File: config.mk
export PLATFORM = sky130hd
export DESIGN_NAME = scd_strap_decoder
export DESIGN_NICKNAME = d
export VERILOG_FILES = /design/src/hw/scd_pkg.sv /design/src/hw/scd_strap_decoder.sv
export SDC_FILE = /design/constraint.sdc
export NUM_CORES = 1
export LEC_CHECK = 0
export ABC_AREA = 1
export BUFFER_PORTS_ARGS = -buffer_cell sky130_fd_sc_hd__buf_2
export CORE_ASPECT_RATIO = 0.8
export CORE_MARGIN = 1.5
export CORE_UTILIZATION = 50
export CTS_CLUSTER_DIAMETER = 50
export DETAILED_ROUTE_END_ITERATION = 10
export PLACE_DENSITY = 0.69
export SLEW_MARGIN = 20
export SYNTH_ARGS = -nofsm -noshare
export SYNTH_HDL_FRONTEND = slang
export SYNTH_SLANG_ARGS = --single-unit
export TNS_END_PERCENT = 20
File: constraint.sdc
create_clock -name mclk -period 12.65 [get_ports mclk]
set_input_delay 0 -clock mclk [delete_from_list [all_inputs] [get_ports mclk]]
set_output_delay 0 -clock mclk [all_outputs]
set_load 0.01 [all_outputs]
File: src/hw/scd_pkg.sv
/*
  shared constants and types of the multi-mode pin configuration decoder:
  register map, pin classes, state codes, timing and the output voltage table.
  assumes the analog pin measurement front end reports one class and one
  resistor index per pin.
*/
package scd_pkg;
  // ----------------------------------------
  // timing
  // ----------------------------------------
  localparam int CLK_MHZ       = 125;
  localparam int CHECK_TIME_US = 5000;                    // memory check, least time
  localparam int CHECK_CYCLES  = CHECK_TIME_US * CLK_MHZ; // rounds up exactly

  // ----------------------------------------
  // register map (byte addresses)
  // ----------------------------------------
  localparam logic [7:0] REG_CTRL   = 8'h00;
  localparam logic [7:0] REG_STATUS = 8'h04;
  localparam logic [7:0] REG_OVR0   = 8'h08; // five override words from here
  localparam logic [7:0] REG_VOUT   = 8'h1c;
  localparam logic [7:0] REG_EFF    = 8'h20;
  localparam int         NUM_OVR    = 5;
  localparam int         OVR_FREQ   = 0;
  localparam int         OVR_RAMP   = 1;
  localparam int         OVR_VOUT   = 2;
  localparam int         OVR_PHASE  = 3;
  localparam int         OVR_COMP   = 4;
  localparam int         OVR_EN_BIT = 31;
  localparam int         CTRL_RESTORE_BIT = 0;
  localparam int         STAT_ERR_BIT     = 3;

  // ----------------------------------------
  // pins and classes
  // ----------------------------------------
  localparam int         NUM_PINS  = 5;
  localparam int         PIN_MODE  = 0;
  localparam int         PIN_ADDR  = 1;
  localparam int         PIN_FREQ  = 2;
  localparam int         PIN_RAMP  = 3;
  localparam int         PIN_VOUT  = 4;
  localparam logic [1:0] CLS_LOW   = 2'h0;
  localparam logic [1:0] CLS_OPEN  = 2'h1;
  localparam logic [1:0] CLS_HIGH  = 2'h2;
  localparam logic [1:0] CLS_RES   = 2'h3;
  localparam logic [4:0] RES_MAX   = 5'h1e;  // 31 selections, index 0..30
  localparam logic [5:0] SEL_RES0  = 6'h03;  // first resistor selection code
  localparam logic [4:0] MODE_SHARE_IDX = 5'h10; // 46.4k and above
  localparam logic [4:0] MODE_THREE_IDX = 5'h19; // three-phase groups from here
  localparam logic [6:0] ADDR_LOW  = 7'h23;
  localparam logic [6:0] ADDR_OPEN = 7'h24;
  localparam logic [6:0] ADDR_HIGH = 7'h25;
  localparam logic [6:0] ADDR_RES0 = 7'h50;
  localparam logic [8:0] PHASE_STEP_DEG = 9'h02d;   // 45 degrees
  localparam logic [8:0] PHASE_HALF_DEG = 9'h0b4;   // 180 degrees
  localparam logic [8:0] PHASE_THIRD_DEG = 9'h078;  // 120 degrees
  localparam logic [5:0] DEFAULT_FREQ_SEL = 6'h01;  // open strap setting
  localparam logic [15:0] VMAX_NUM = 16'h000b;      // limit is 11/10 of pin value
  localparam logic [15:0] VMAX_DEN = 16'h000a;

  typedef enum logic [1:0] {
    ST_CHECK = 2'b00,
    ST_LOAD  = 2'b01,
    ST_READY = 2'b10
  } scd_state_t;

  typedef struct packed {
    logic [1:0] cls;
    logic [4:0] idx;
  } scd_pin_t;

  typedef struct packed {
    logic [6:0]  addr;
    logic        share;
    logic        reference;
    logic        threePhase;
    logic [8:0]  phaseDeg;
    logic [5:0]  freqSel;
    logic [5:0]  rampSel;
    logic [5:0]  compSel;
    logic [11:0] voutMv;
    logic [11:0] voutMaxMv;
  } scd_cfg_t;

  // output voltage in millivolts for a selection code
  function automatic logic [11:0] vout_mv(input logic [5:0] sel);
    case (sel)
      6'h00: vout_mv = 12'd1200; 6'h01: vout_mv = 12'd1500; 6'h02: vout_mv = 12'd3300;
      6'h03: vout_mv = 12'd600;  6'h04: vout_mv = 12'd650;  6'h05: vout_mv = 12'd700;
      6'h06: vout_mv = 12'd750;  6'h07: vout_mv = 12'd800;  6'h08: vout_mv = 12'd850;
      6'h09: vout_mv = 12'd900;  6'h0a: vout_mv = 12'd950;  6'h0b: vout_mv = 12'd1000;
      6'h0c: vout_mv = 12'd1050; 6'h0d: vout_mv = 12'd1100; 6'h0e: vout_mv = 12'd1150;
      6'h0f: vout_mv = 12'd1200; 6'h10: vout_mv = 12'd1250; 6'h11: vout_mv = 12'd1300;
      6'h12: vout_mv = 12'd1400; 6'h13: vout_mv = 12'd1500; 6'h14: vout_mv = 12'd1600;
      6'h15: vout_mv = 12'd1700; 6'h16: vout_mv = 12'd1800; 6'h17: vout_mv = 12'd1900;
      6'h18: vout_mv = 12'd2000; 6'h19: vout_mv = 12'd2100; 6'h1a: vout_mv = 12'd2200;
      6'h1b: vout_mv = 12'd2300; 6'h1c: vout_mv = 12'd2500; 6'h1d: vout_mv = 12'd2800;
      6'h1e: vout_mv = 12'd3000; 6'h1f: vout_mv = 12'd3300; 6'h20: vout_mv = 12'd3600;
      default: vout_mv = 12'd1500;
    endcase
  endfunction
endpackage

File: src/hw/scd_strap_decoder.sv
/*
  multi-mode pin configuration decoder with AHB-Lite register slave.
  assumes an analog front end that classifies each pin (low, open, high or
  resistor index) asynchronously, a serial bus front end that reports
  restore commands as a one-cycle pulse on mclk, and one AHB-Lite master.
*/
// The register offsets and the AHB-Lite slave port were left to the implementer.
`timescale 1ns/100ps
`default_nettype none

module scd_strap_decoder #(
  parameter int CHECK_CYCLES = scd_pkg::CHECK_CYCLES
) (
  input  wire logic                              mclk,
  input  wire logic                              resetn,
  input  wire logic                              hsel,
  input  wire logic [31:0]                       haddr,
  input  wire logic [1:0]                        htrans,
  input  wire logic                              hwrite,
  input  wire logic [2:0]                        hsize,
  input  wire logic                              hready,
  input  wire logic [31:0]                       hwdata,
  output logic [31:0]                            hrdata,
  output logic                                   hreadyout,
  output logic                                   hresp,
  input  wire scd_pkg::scd_pin_t [scd_pkg::NUM_PINS-1:0] pinRaw,
  input  wire logic                              sclIn,
  input  wire logic                              enableIn,
  input  wire logic                              restoreCmd,
  input  wire logic                              faultIn,
  output logic                                   sclRiseOk,
  output logic                                   enableOk,
  output logic                                   cfgReady,
  output logic                                   loadDone,
  output scd_pkg::scd_cfg_t                      cfg,
  output logic                                   alertOut,
  output logic                                   alertOe
);
  localparam int CNT_W = $clog2(CHECK_CYCLES + 1);

  // ----------------------------------------
  // input synchronisers
  // ----------------------------------------
  scd_pkg::scd_pin_t [scd_pkg::NUM_PINS-1:0] pinMeta;
  scd_pkg::scd_pin_t [scd_pkg::NUM_PINS-1:0] pinSync;
  logic [1:0] sclMeta;
  logic       sclSync;
  logic       sclPrev;
  logic [1:0] enMeta;

  // two flops per pin; pin classes change only when the front end resettles
  genvar gp;
  generate
    for (gp = 0; gp < scd_pkg::NUM_PINS; gp++) begin : g_pinSync
      always_ff @(posedge mclk) begin
        pinMeta[gp] <= pinRaw[gp];
        pinSync[gp] <= pinMeta[gp];
      end
    end
  endgenerate

  // serial clock sampled at 125 MHz, ample margin for 100k and 400k
  always_ff @(posedge mclk) begin
    sclMeta <= {sclMeta[0], sclIn};
    enMeta  <= {enMeta[0], enableIn};
    sclPrev <= sclMeta[1];
  end
  assign sclSync = sclMeta[1];

  // ----------------------------------------
  // sampling sequence
  // ----------------------------------------
  scd_pkg::scd_state_t state;
  scd_pkg::scd_state_t next_state;
  logic [CNT_W-1:0]    checkCnt;
  logic                restoreTrig;
  logic                ctrlRestore;
  logic                checkDone;

  assign restoreTrig = restoreCmd | ctrlRestore;
  assign checkDone   = (checkCnt == CNT_W'(CHECK_CYCLES - 1));

  // a restore restarts the check even in the middle of one
  always_comb begin
    next_state = state;
    case (state)
      scd_pkg::ST_CHECK: if (checkDone) next_state = scd_pkg::ST_LOAD;
      scd_pkg::ST_LOAD:  next_state = scd_pkg::ST_READY;
      scd_pkg::ST_READY: next_state = scd_pkg::ST_READY;
      default:           next_state = scd_pkg::ST_CHECK;
    endcase
    if (restoreTrig) begin
      next_state = scd_pkg::ST_CHECK;
    end
  end

  always_ff @(posedge mclk) begin
    if (!resetn) begin
      state    <= scd_pkg::ST_CHECK;
      checkCnt <= '0;
    end else begin
      state    <= next_state;
      checkCnt <= (state == scd_pkg::ST_CHECK && !restoreTrig) ? checkCnt + 1'b1 : '0;
    end
  end

  // traffic and enable pass only once the pins are loaded
  assign cfgReady  = (state == scd_pkg::ST_READY);
  assign sclRiseOk = cfgReady & sclSync & ~sclPrev;
  assign enableOk  = cfgReady & enMeta[1];

  // ----------------------------------------
  // pin decode
  // ----------------------------------------
  logic [5:0] sel [scd_pkg::NUM_PINS];
  logic [scd_pkg::NUM_PINS-1:0] pinBad;

  // strap levels give codes 0..2, resistors follow from code 3
  generate
    for (gp = 0; gp < scd_pkg::NUM_PINS; gp++) begin : g_sel
      assign sel[gp] = (pinSync[gp].cls == scd_pkg::CLS_RES) ?
                       scd_pkg::SEL_RES0 + {1'b0, pinSync[gp].idx} :
                       {4'h0, pinSync[gp].cls};
      assign pinBad[gp] = (pinSync[gp].cls == scd_pkg::CLS_RES) &&
                          (pinSync[gp].idx > scd_pkg::RES_MAX);
    end
  endgenerate

  scd_pkg::scd_pin_t modePin;
  scd_pkg::scd_pin_t addrPin;
  logic [6:0]  decAddr;
  logic        decShare;
  logic        decThree;
  logic [1:0]  decPos;
  logic        decRef;
  logic [8:0]  decPhase;
  logic [11:0] decVout;
  logic [15:0] vmaxProd;

  assign modePin = pinSync[scd_pkg::PIN_MODE];
  assign addrPin = pinSync[scd_pkg::PIN_ADDR];

  // address from the address pin alone
  assign decAddr = (addrPin.cls == scd_pkg::CLS_LOW)  ? scd_pkg::ADDR_LOW  :
                   (addrPin.cls == scd_pkg::CLS_OPEN) ? scd_pkg::ADDR_OPEN :
                   (addrPin.cls == scd_pkg::CLS_HIGH) ? scd_pkg::ADDR_HIGH :
                   scd_pkg::ADDR_RES0 + {2'h0, addrPin.idx};

  // sharing only for the upper resistor range of the mode pin
  assign decShare = (modePin.cls == scd_pkg::CLS_RES) &&
                    (modePin.idx >= scd_pkg::MODE_SHARE_IDX);
  assign decThree = decShare && (modePin.idx >= scd_pkg::MODE_THREE_IDX);

  // position within the group; strapped addresses act as the reference
  assign decPos = (addrPin.cls != scd_pkg::CLS_RES) ? 2'h0 :
                  decThree ? 2'(addrPin.idx % 5'd3) : {1'b0, addrPin.idx[0]};
  assign decRef = decShare && (decPos == 2'h0);

  // single phase spreads by address, sharing spreads across the group
  assign decPhase = !decShare ? 9'(decAddr[2:0] * scd_pkg::PHASE_STEP_DEG) :
                    decThree ? 9'(decPos * scd_pkg::PHASE_THIRD_DEG) :
                    9'(decPos * scd_pkg::PHASE_HALF_DEG);

  assign decVout  = scd_pkg::vout_mv(sel[scd_pkg::PIN_VOUT]);
  assign vmaxProd = 16'(decVout) * scd_pkg::VMAX_NUM;

  // ----------------------------------------
  // held pin configuration
  // ----------------------------------------
  scd_pkg::scd_cfg_t pinCfg;
  logic              cfgErr;
  logic              errClear;

  // captured once per load and held until the next sampling event
  always_ff @(posedge mclk) begin
    if (!resetn) begin
      pinCfg <= '0;
    end else if (state == scd_pkg::ST_LOAD) begin
      pinCfg.addr       <= decAddr;
      pinCfg.share      <= decShare;
      pinCfg.reference  <= decRef;
      pinCfg.threePhase <= decThree;
      pinCfg.phaseDeg   <= decPhase;
      pinCfg.freqSel    <= decShare ? scd_pkg::DEFAULT_FREQ_SEL :
                           sel[scd_pkg::PIN_FREQ];
      pinCfg.rampSel    <= sel[scd_pkg::PIN_RAMP];
      pinCfg.compSel    <= sel[scd_pkg::PIN_MODE];
      pinCfg.voutMv     <= decVout;
      pinCfg.voutMaxMv  <= 12'(vmaxProd / scd_pkg::VMAX_DEN);
    end
  end

  // sticky decode error, a new error beats a clear in the same cycle
  always_ff @(posedge mclk) begin
    if (!resetn) begin
      cfgErr <= 1'b0;
    end else begin
      cfgErr <= ((state == scd_pkg::ST_LOAD) && (|pinBad)) | (cfgErr & ~errClear);
    end
  end

  // ----------------------------------------
  // AHB-Lite slave
  // ----------------------------------------
  logic [31:0] ovr [scd_pkg::NUM_OVR];
  logic        addrTaken;
  logic        wrPend;
  logic [7:0]  wrAddr;
  logic [31:0] rdMux;
  logic [7:0]  rdAddr;
  logic [11:0] ovrVout;

  assign addrTaken = hsel & hready & htrans[1];
  assign rdAddr    = haddr[7:0];
  assign hreadyout = 1'b1;     // zero wait states, every access answers at once
  assign hresp     = 1'b0;
  assign ctrlRestore = wrPend && (wrAddr == scd_pkg::REG_CTRL) &&
                       hwdata[scd_pkg::CTRL_RESTORE_BIT];
  assign errClear  = wrPend && (wrAddr == scd_pkg::REG_STATUS) &&
                     hwdata[scd_pkg::STAT_ERR_BIT];

  // read words; unmapped offsets read as zero
  always_comb begin
    rdMux = 32'h0000_0000;
    case (rdAddr)
      scd_pkg::REG_STATUS: rdMux = {17'h0, cfg.addr, 3'h0, alertOe, cfgErr,
                                    cfg.reference, cfg.share, cfgReady};
      scd_pkg::REG_VOUT:   rdMux = {4'h0, cfg.voutMaxMv, 4'h0, cfg.voutMv};
      scd_pkg::REG_EFF:    rdMux = {5'h0, cfg.phaseDeg, cfg.compSel, cfg.rampSel,
                                    cfg.freqSel};
      default: begin
        for (int i = 0; i < scd_pkg::NUM_OVR; i++) begin
          if (rdAddr == scd_pkg::REG_OVR0 + 8'(4 * i)) rdMux = ovr[i];
        end
      end
    endcase
  end

  // address phase latches the write target and the read word
  always_ff @(posedge mclk) begin
    if (!resetn) begin
      wrPend <= 1'b0;
      wrAddr <= 8'h00;
      hrdata <= 32'h0000_0000;
    end else begin
      wrPend <= addrTaken & hwrite;
      wrAddr <= haddr[7:0];
      if (addrTaken && !hwrite) hrdata <= rdMux;
    end
  end

  // override words, cleared by every sampling event so pins take over again
  generate
    for (gp = 0; gp < scd_pkg::NUM_OVR; gp++) begin : g_ovr
      always_ff @(posedge mclk) begin
        if (!resetn || state == scd_pkg::ST_LOAD) begin
          ovr[gp] <= 32'h0000_0000;
        end else if (wrPend && wrAddr == scd_pkg::REG_OVR0 + 8'(4 * gp)) begin
          ovr[gp] <= hwdata;
        end
      end
    end
  endgenerate

  // ----------------------------------------
  // effective configuration
  // ----------------------------------------
  // override voltage is clamped to the pin limit, which software cannot move
  assign ovrVout = (ovr[scd_pkg::OVR_VOUT][11:0] > pinCfg.voutMaxMv) ?
                   pinCfg.voutMaxMv : ovr[scd_pkg::OVR_VOUT][11:0];

  always_ff @(posedge mclk) begin
    if (!resetn) begin
      cfg <= '0;
    end else begin
      cfg <= pinCfg;
      if (ovr[scd_pkg::OVR_FREQ][scd_pkg::OVR_EN_BIT])
        cfg.freqSel <= ovr[scd_pkg::OVR_FREQ][5:0];
      if (ovr[scd_pkg::OVR_RAMP][scd_pkg::OVR_EN_BIT])
        cfg.rampSel <= ovr[scd_pkg::OVR_RAMP][5:0];
      if (ovr[scd_pkg::OVR_COMP][scd_pkg::OVR_EN_BIT])
        cfg.compSel <= ovr[scd_pkg::OVR_COMP][5:0];
      if (ovr[scd_pkg::OVR_PHASE][scd_pkg::OVR_EN_BIT])
        cfg.phaseDeg <= ovr[scd_pkg::OVR_PHASE][8:0];
      if (ovr[scd_pkg::OVR_VOUT][scd_pkg::OVR_EN_BIT])
        cfg.voutMv <= ovrVout;
    end
  end

  // ----------------------------------------
  // status outputs
  // ----------------------------------------
  // open-drain alert pulls low on a fault or a bad pin, only once ready
  always_ff @(posedge mclk) begin
    if (!resetn) begin
      alertOe  <= 1'b0;
      loadDone <= 1'b0;
    end else begin
      alertOe  <= cfgReady & (faultIn | cfgErr);
      loadDone <= (state == scd_pkg::ST_LOAD);
    end
  end
  assign alertOut = 1'b0;  // open drain only ever drives low

endmodule
`default_nettype wire

# Word level (Yosys, flattened, before mapping)
# Memories as Yosys holds them, arrays and structs flattened.
# Cells that the tools add are included.
word_totals:
  regBits: 263
  ramBits: 160
  rom_bits: 704
  word_cells: 198
  mem_count: 2
memory_table:
  columns: ["name", "words", "width", "rd", "rd_clocked_by_memory_dff", "write_ports", "line_no", "source"]
  rows:
  - ["(name not given)", 64, 11, 1, 0, 0, "scd_pkg.sv:87", "case (sel)"]
  - ["ovr", 5, 32, 5, 0, 5, "scd_strap_decoder.sv:205", "logic [31:0] ovr [scd_pkg::NUM_OVR];"]
op_classes:
  add_sub_neg: 6
  mul: 4
  div_mod_pow: 2
  magnitude_cmp: 8
  eq_ne: 26
  mux: 48
  n_bitwise: 19
  n_reduce_logical: 32
op_table:
  columns: ["op", "count"]
  rows:
  - ["two-way mux 32 bit", 10]
  - ["case mux 32 bit (3 select lines)", 1]
  - ["equality test 8 x 5 -> 1 bit, second input constant", 7]
  - ["two-way mux 6 bit", 8]
  - ["equality test 8 x 4 -> 1 bit, second input constant", 4]
  - ["two-way mux 9 bit", 3]
  - ["greater-than comparator 5 bit, second input constant", 5]
  - ["adder 2 x 5 -> 6 bit, first input constant", 4]
  - ["two-way mux 12 bit", 2]
  - ["two-way mux 7 bit", 3]
  - ["adder 20 x 1 -> 20 bit, second input constant", 1]
  - ["equality test 20 bit, second input constant", 1]
  - ["logical AND 1 bit", 20]
  - ["two-way mux 1 bit", 17]
  - ["divider 16 x 4 -> 16 bit, second input constant", 1]
  - ["equality test 8 x 3 -> 1 bit, second input constant", 2]
  - ["multiplier 12 x 4 -> 16 bit, second input constant", 1]
  - ["equality test 2 bit, second input constant", 7]
  - ["greater-than comparator 12 bit", 1]
  - ["greater-or-equal comparator 5 bit, second input constant", 2]
  - ["multiplier 3 x 6 -> 9 bit, second input constant", 1]
  - ["bitwise AND 1 bit", 8]
  - ["equality test 8 x 6 -> 1 bit, second input constant", 1]
  - ["zero test 8 bit", 1]
  - ["16 further kinds", 34]

# Logic depth before layout (Yosys ltp)
depth:
  depth_word: 8
  ltp_mapped: 104
  depth_no_buf: 102

# Worst setup path before layout
# No wires, ideal clock.
synth_timing:
  path_kind: "register to register"
  from: "register pinSync[28] in the netlist's numbering"
  to: "register pinCfg[0] in the netlist's numbering"
  arrival_ps: 10256
  t_required_ps: 12537
  slack_ps: 2281
  stages_incl_launch_ff: 92
  period_less_slack_ps: 10369
  path_cell_list: "dfxtp_1 > inv_2 > ha_1 > nor2_1 > nand3_1 > nand2_1 > nor2_1 > inv_1 > clkbuf_1 > nand3_1 > nand2_1 > inv_1 > a31oi_1 > inv_1 > ha_1 > inv_1 > fa_1 > inv_1 > [56 not listed] > nor2_8 > nand3_4 > nand2_2 > nand2_2 > nor2_2 > nor2_1 > o21ai_1 > nand2_2 > nand2_1 > inv_2 > nor2_4 > nand2_2 > nand2_1 > nand3_1 > nor2_1 > nand2_1 > nand2_1 > nand2_1"
synth_via:
  elab_chain_len: 5
synth_lines:
  columns: ["element", "line_no", "source"]
  rows:
  - ["from (decl)", "scd_strap_decoder.sv:45", "scd_pkg::scd_pin_t [scd_pkg::NUM_PINS-1:0] pinSync;"]
  - ["from (signal, indexed assignment)", "scd_strap_decoder.sv:57", "pinSync[gp] <= pinMeta[gp];"]
  - ["adder 2 x 5 -> 6 bit", "scd_strap_decoder.sv:122", "scd_pkg::SEL_RES0 + {1'b0, pinSync[gp].idx} :"]
  - ["two-way mux 6 bit", "scd_strap_decoder.sv:121", "assign sel[gp] = (pinSync[gp].cls == scd_pkg::CLS_RES) ?"]
  - ["memory read (64 x 11 bit)", null, null]
  - ["net decVout[2]", "scd_strap_decoder.sv:137", "logic [11:0] decVout;"]
  - ["multiplier 12 x 4 -> 16 bit", "scd_strap_decoder.sv:165", "assign vmaxProd = 16'(decVout) * scd_pkg::VMAX_NUM;"]
  - ["divider 16 x 4 -> 16 bit", "scd_strap_decoder.sv:189", "pinCfg.voutMaxMv <= 12'(vmaxProd / scd_pkg::VMAX_DEN);"]
  - ["to (decl)", "scd_strap_decoder.sv:170", "scd_pkg::scd_cfg_t pinCfg;"]
# The timed path passes the listed nets, and every way through them passes these cells.
# A chain may end at the register's enable or synchronous reset.

# Final worst setup path
# Ends and elaborated chain as after synthesis.

==> results.yml <==
global_route:
  grt_pass1_vias: 18800
  antenna_found_initial: 0
  grt.total_usage: 0.294
  grt_pass1_wl_um: 102000
  grt_max_degree: 91
  grt_remaining_overflow: 0
route:
  drt-total-wl_um: 67400
  viasPerCell: 5.59
  drt_iter0_markers: 2051
  dr.pass1.iters: 6
  num_vias: 20200
  wl_per_cell_um: 18.7
  final_antenna_net_count: 0
  drcViolationCount: 0
synth:
  synth_edf_count: 160
  synthFlopType: "dfxtp_1"
  synth.ff_latch_count: 422
  syn_area_per_cell_um2: 7.99
  ys_warn_count: 0
  syn_inst: 2693
  syn_area_um2: 21500
  synthArstFlopShare: 0
  seq_area_frac_synth: 0.467
  synth_cell_type_count: 68
critical_path:
  max_stage_delay_ns: 0.59
  cp.arrival_ns: 12.39
  crit_family: "simple AND/OR/NAND/NOR gates"
  critPathRequiredTime_ns: 13.17
  crit_type: "reg2reg"
  crit_fanout: 13
  slowest_stage: "fa_2"
  crit_buf_inv: 15
  path_common_cell: "nand2_1"
  start_kind: "flop"
  end_kind: "flop"
clock_network:
  htree_levels: 2
  cts_root_buffer: "clkbuf_16"
  cts-buffers-inserted: 44
  path_clk_slew_ns: 0.07
  clock_sinks: 422
  clock_latency_ns: 0.62
  clockBufferDepth: 3
  cts_tree: "yes"
timing:
  min_period_over_period: 0.938
  slew_headroom: 0.239
  worst_hold_slack_ns: 0.0195
  period_minus_slack_ns: 11.87
  setup_viol_count_final: 0
  hold_viol: 0
  finClkSkew_ns: 0.0664
  tightestPinTransition_ns: 1.14
  timing.fmax_mhz: 84.2
  slew_viol_final: 0
die:
  io_pins: 214
  die_w_um: 235
  initial_utilization: 0.510
  die-area_um2: 44300
  fp-row-count: 67
  die_y_um: 189
  core_um2: 42200
cells_and_area:
  final_common_cell: "nand2_1"
  drive_above_1_share: 0.184
  final_cell_mix: "588 x nand2_1, 337 x inv_1, 293 x nor2_1, 260 x dfxtp_1, 183 x buf_2"
  area_delta_synth_final_pct: 22.1
  fin_nets: 3212
placed_design:
  io_buffers: 182
  gp_congestion: 0.891
  place_hpwl_um: 45500
job:
  cap_violations: 0
run_status:
  status: "finished, final reports clean"
min_path:
  hold_path_class: "in2reg"
Yosys cell counts, types with 3 or more instances:
| cell type | count | share of area |
|---|---|---|
| a41o_1 | 5 | 0.0023 |
| a21oi_1 | 118 | 0.027 |
| nor4_1 | 9 | 0.0026 |
| buf_6 | 3 | 0.0016 |
| nor3_1 | 27 | 0.0063 |
| xnor2_1 | 8 | 0.0033 |
| fa_1 | 9 | 0.0084 |
| nand3b_1 | 7 | 0.0024 |
| nand2_2 | 59 | 0.017 |
| nor2_4 | 11 | 0.0058 |
| nor3b_1 | 3 | 0.0010 |
| o41ai_1 | 3 | 0.0012 |
| nor2_8 | 4 | 0.0037 |
| ha_1 | 73 | 0.042 |
| a221oi_1 | 22 | 0.0090 |
| a32o_1 | 3 | 0.0014 |
| clkinv_1 | 8 | 0.0014 |
| nor2_1 | 310 | 0.054 |
| o211ai_1 | 34 | 0.012 |
| buf_4 | 3 | 0.0010 |
| nand2_1 | 601 | 0.10 |
| o221ai_1 | 4 | 0.0016 |
| o32ai_1 | 3 | 0.0012 |
| nand3_2 | 12 | 0.0056 |
| xor2_1 | 25 | 0.010 |
| inv_2 | 30 | 0.0052 |
| clkbuf_1 | 74 | 0.013 |
| nand3_4 | 3 | 0.0024 |
| a211oi_1 | 3 | 0.0010 |
| or2_2 | 4 | 0.0012 |
| nand3_1 | 172 | 0.040 |
| nand2_4 | 15 | 0.0079 |
| inv_1 | 342 | 0.060 |
| o2111ai_1 | 4 | 0.0016 |
| a31oi_1 | 8 | 0.0023 |
| o21ai_0 | 117 | 0.027 |
| nand4_1 | 57 | 0.017 |
| nor2_2 | 12 | 0.0035 |
| and3_1 | 5 | 0.0015 |
| o21ai_2 | 3 | 0.0012 |
| dfxtp_1 | 262 | 0.24 |
| edfxtp_1 | 160 | 0.22 |
| o22ai_1 | 16 | 0.0047 |
| a22o_1 | 9 | 0.0037 |
routing by layer:
metal | wire [µm] | GRT usage | vias to the layer above
met4 | 2660 | 0.126 | 0
met2 | 30500 | 0.472 | 959
li1 | - | - | 9519
met5 | 0 | 0 | -
met1 | 27800 | 0.394 | 9508
met3 | 6380 | 0.0507 | 168
layout make-up:
| class | instances | area [µm²] |
|---|---|---|
| Antenna cell | 1 | 2.50 |
| Clock buffer | 60 | 1240 |
| Clock inverter | 21 | 268 |
| Fill cell | 3635 | 15900 |
| Inverter | 381 | 1440 |
| Multi-Input combinational cell | 1815 | 10100 |
| Sequential cell | 422 | 10100 |
| Tap cell | 552 | 691 |
| Timing Repair Buffer | 352 | 2430 |
| Timing Repair inverter | 1 | 7.51 |
stage by stage:
stage               instance area (µm²)  cells  worst slack (ns)   util  TNS, ns
floorplan                         21500   2694              2.28      -        0
global placement                  23000   3373             0.738  0.546        0
detailed placement                23000   3373             0.167  0.546        0
CTS                               25500   3551             0.121  0.605        0
global route                      26300   3604            -0.186  0.623   -0.264
finish                            26300   3605             0.779  0.623        0
registers in the layout, summed over array words and instances (netlist names):
| signal | count |
|---|---|
| sclPrev | 1 |
| hrdata | 32 |
| checkCnt | 20 |
| cfgErr | 1 |
| alertOe | 1 |
| addrPin | 7 |
| loadDone | 1 |
| wrPend | 1 |
| enMeta | 2 |
| pinCfg | 60 |
| sclMeta | 2 |
| state | 2 |
| ovr | 160 |
| cfg | 61 |
| pinMeta | 35 |
| pinSync | 21 |
| wrAddr | 8 |
| modePin | 7 |
logic make-up (layout without fill, tap and decap cells):
kind of cell | Yosys count | count (layout) | share of synthesized area
xor+xnor | 33 | 33 | 0.0134
flops | 422 | 422 | 0.467
other cells | 2 | 4 | 0.000349
fa+ha+maj | 82 | 82 | 0.0508
compound gates | 372 | 373 | 0.106
buf+inv | 464 | 815 | 0.0827
mux | 1 | 1 | 0.000523
simple gates | 1317 | 1323 | 0.279
worst paths after layout:
| check | from | to | slack (ns) | cells past startpoint |
|---|---|---|---|---|
| worst min register to register | pinMeta[29]$_DFF_P_ | pinSync[29]$_DFF_P_ | 0.32 | 0 |
| worst max-delay path | pinSync[28]$_DFF_P_ | pinCfg[0]$_SDFFE_PN0P_ | 0.78 | 88 |
| worst min-delay path | pinRaw[1] | pinMeta[1]$_DFF_P_ | 0.02 | 2 |
| worst max register to register | pinSync[28]$_DFF_P_ | pinCfg[0]$_SDFFE_PN0P_ | 0.78 | 88 |
what timing repair did:
action / in CTS / in global routing
buffers inserted: 0 / 45
setup endpoints to repair: 0 / 3
resized for setup: 0 / 88
hold buffers: 97 / 0
hold endpoints to repair: 210 / 0
Power is left out: the tool's default activity adds up to more than one toggle a clock period on the data nets, which glitch-free logic cannot reach.
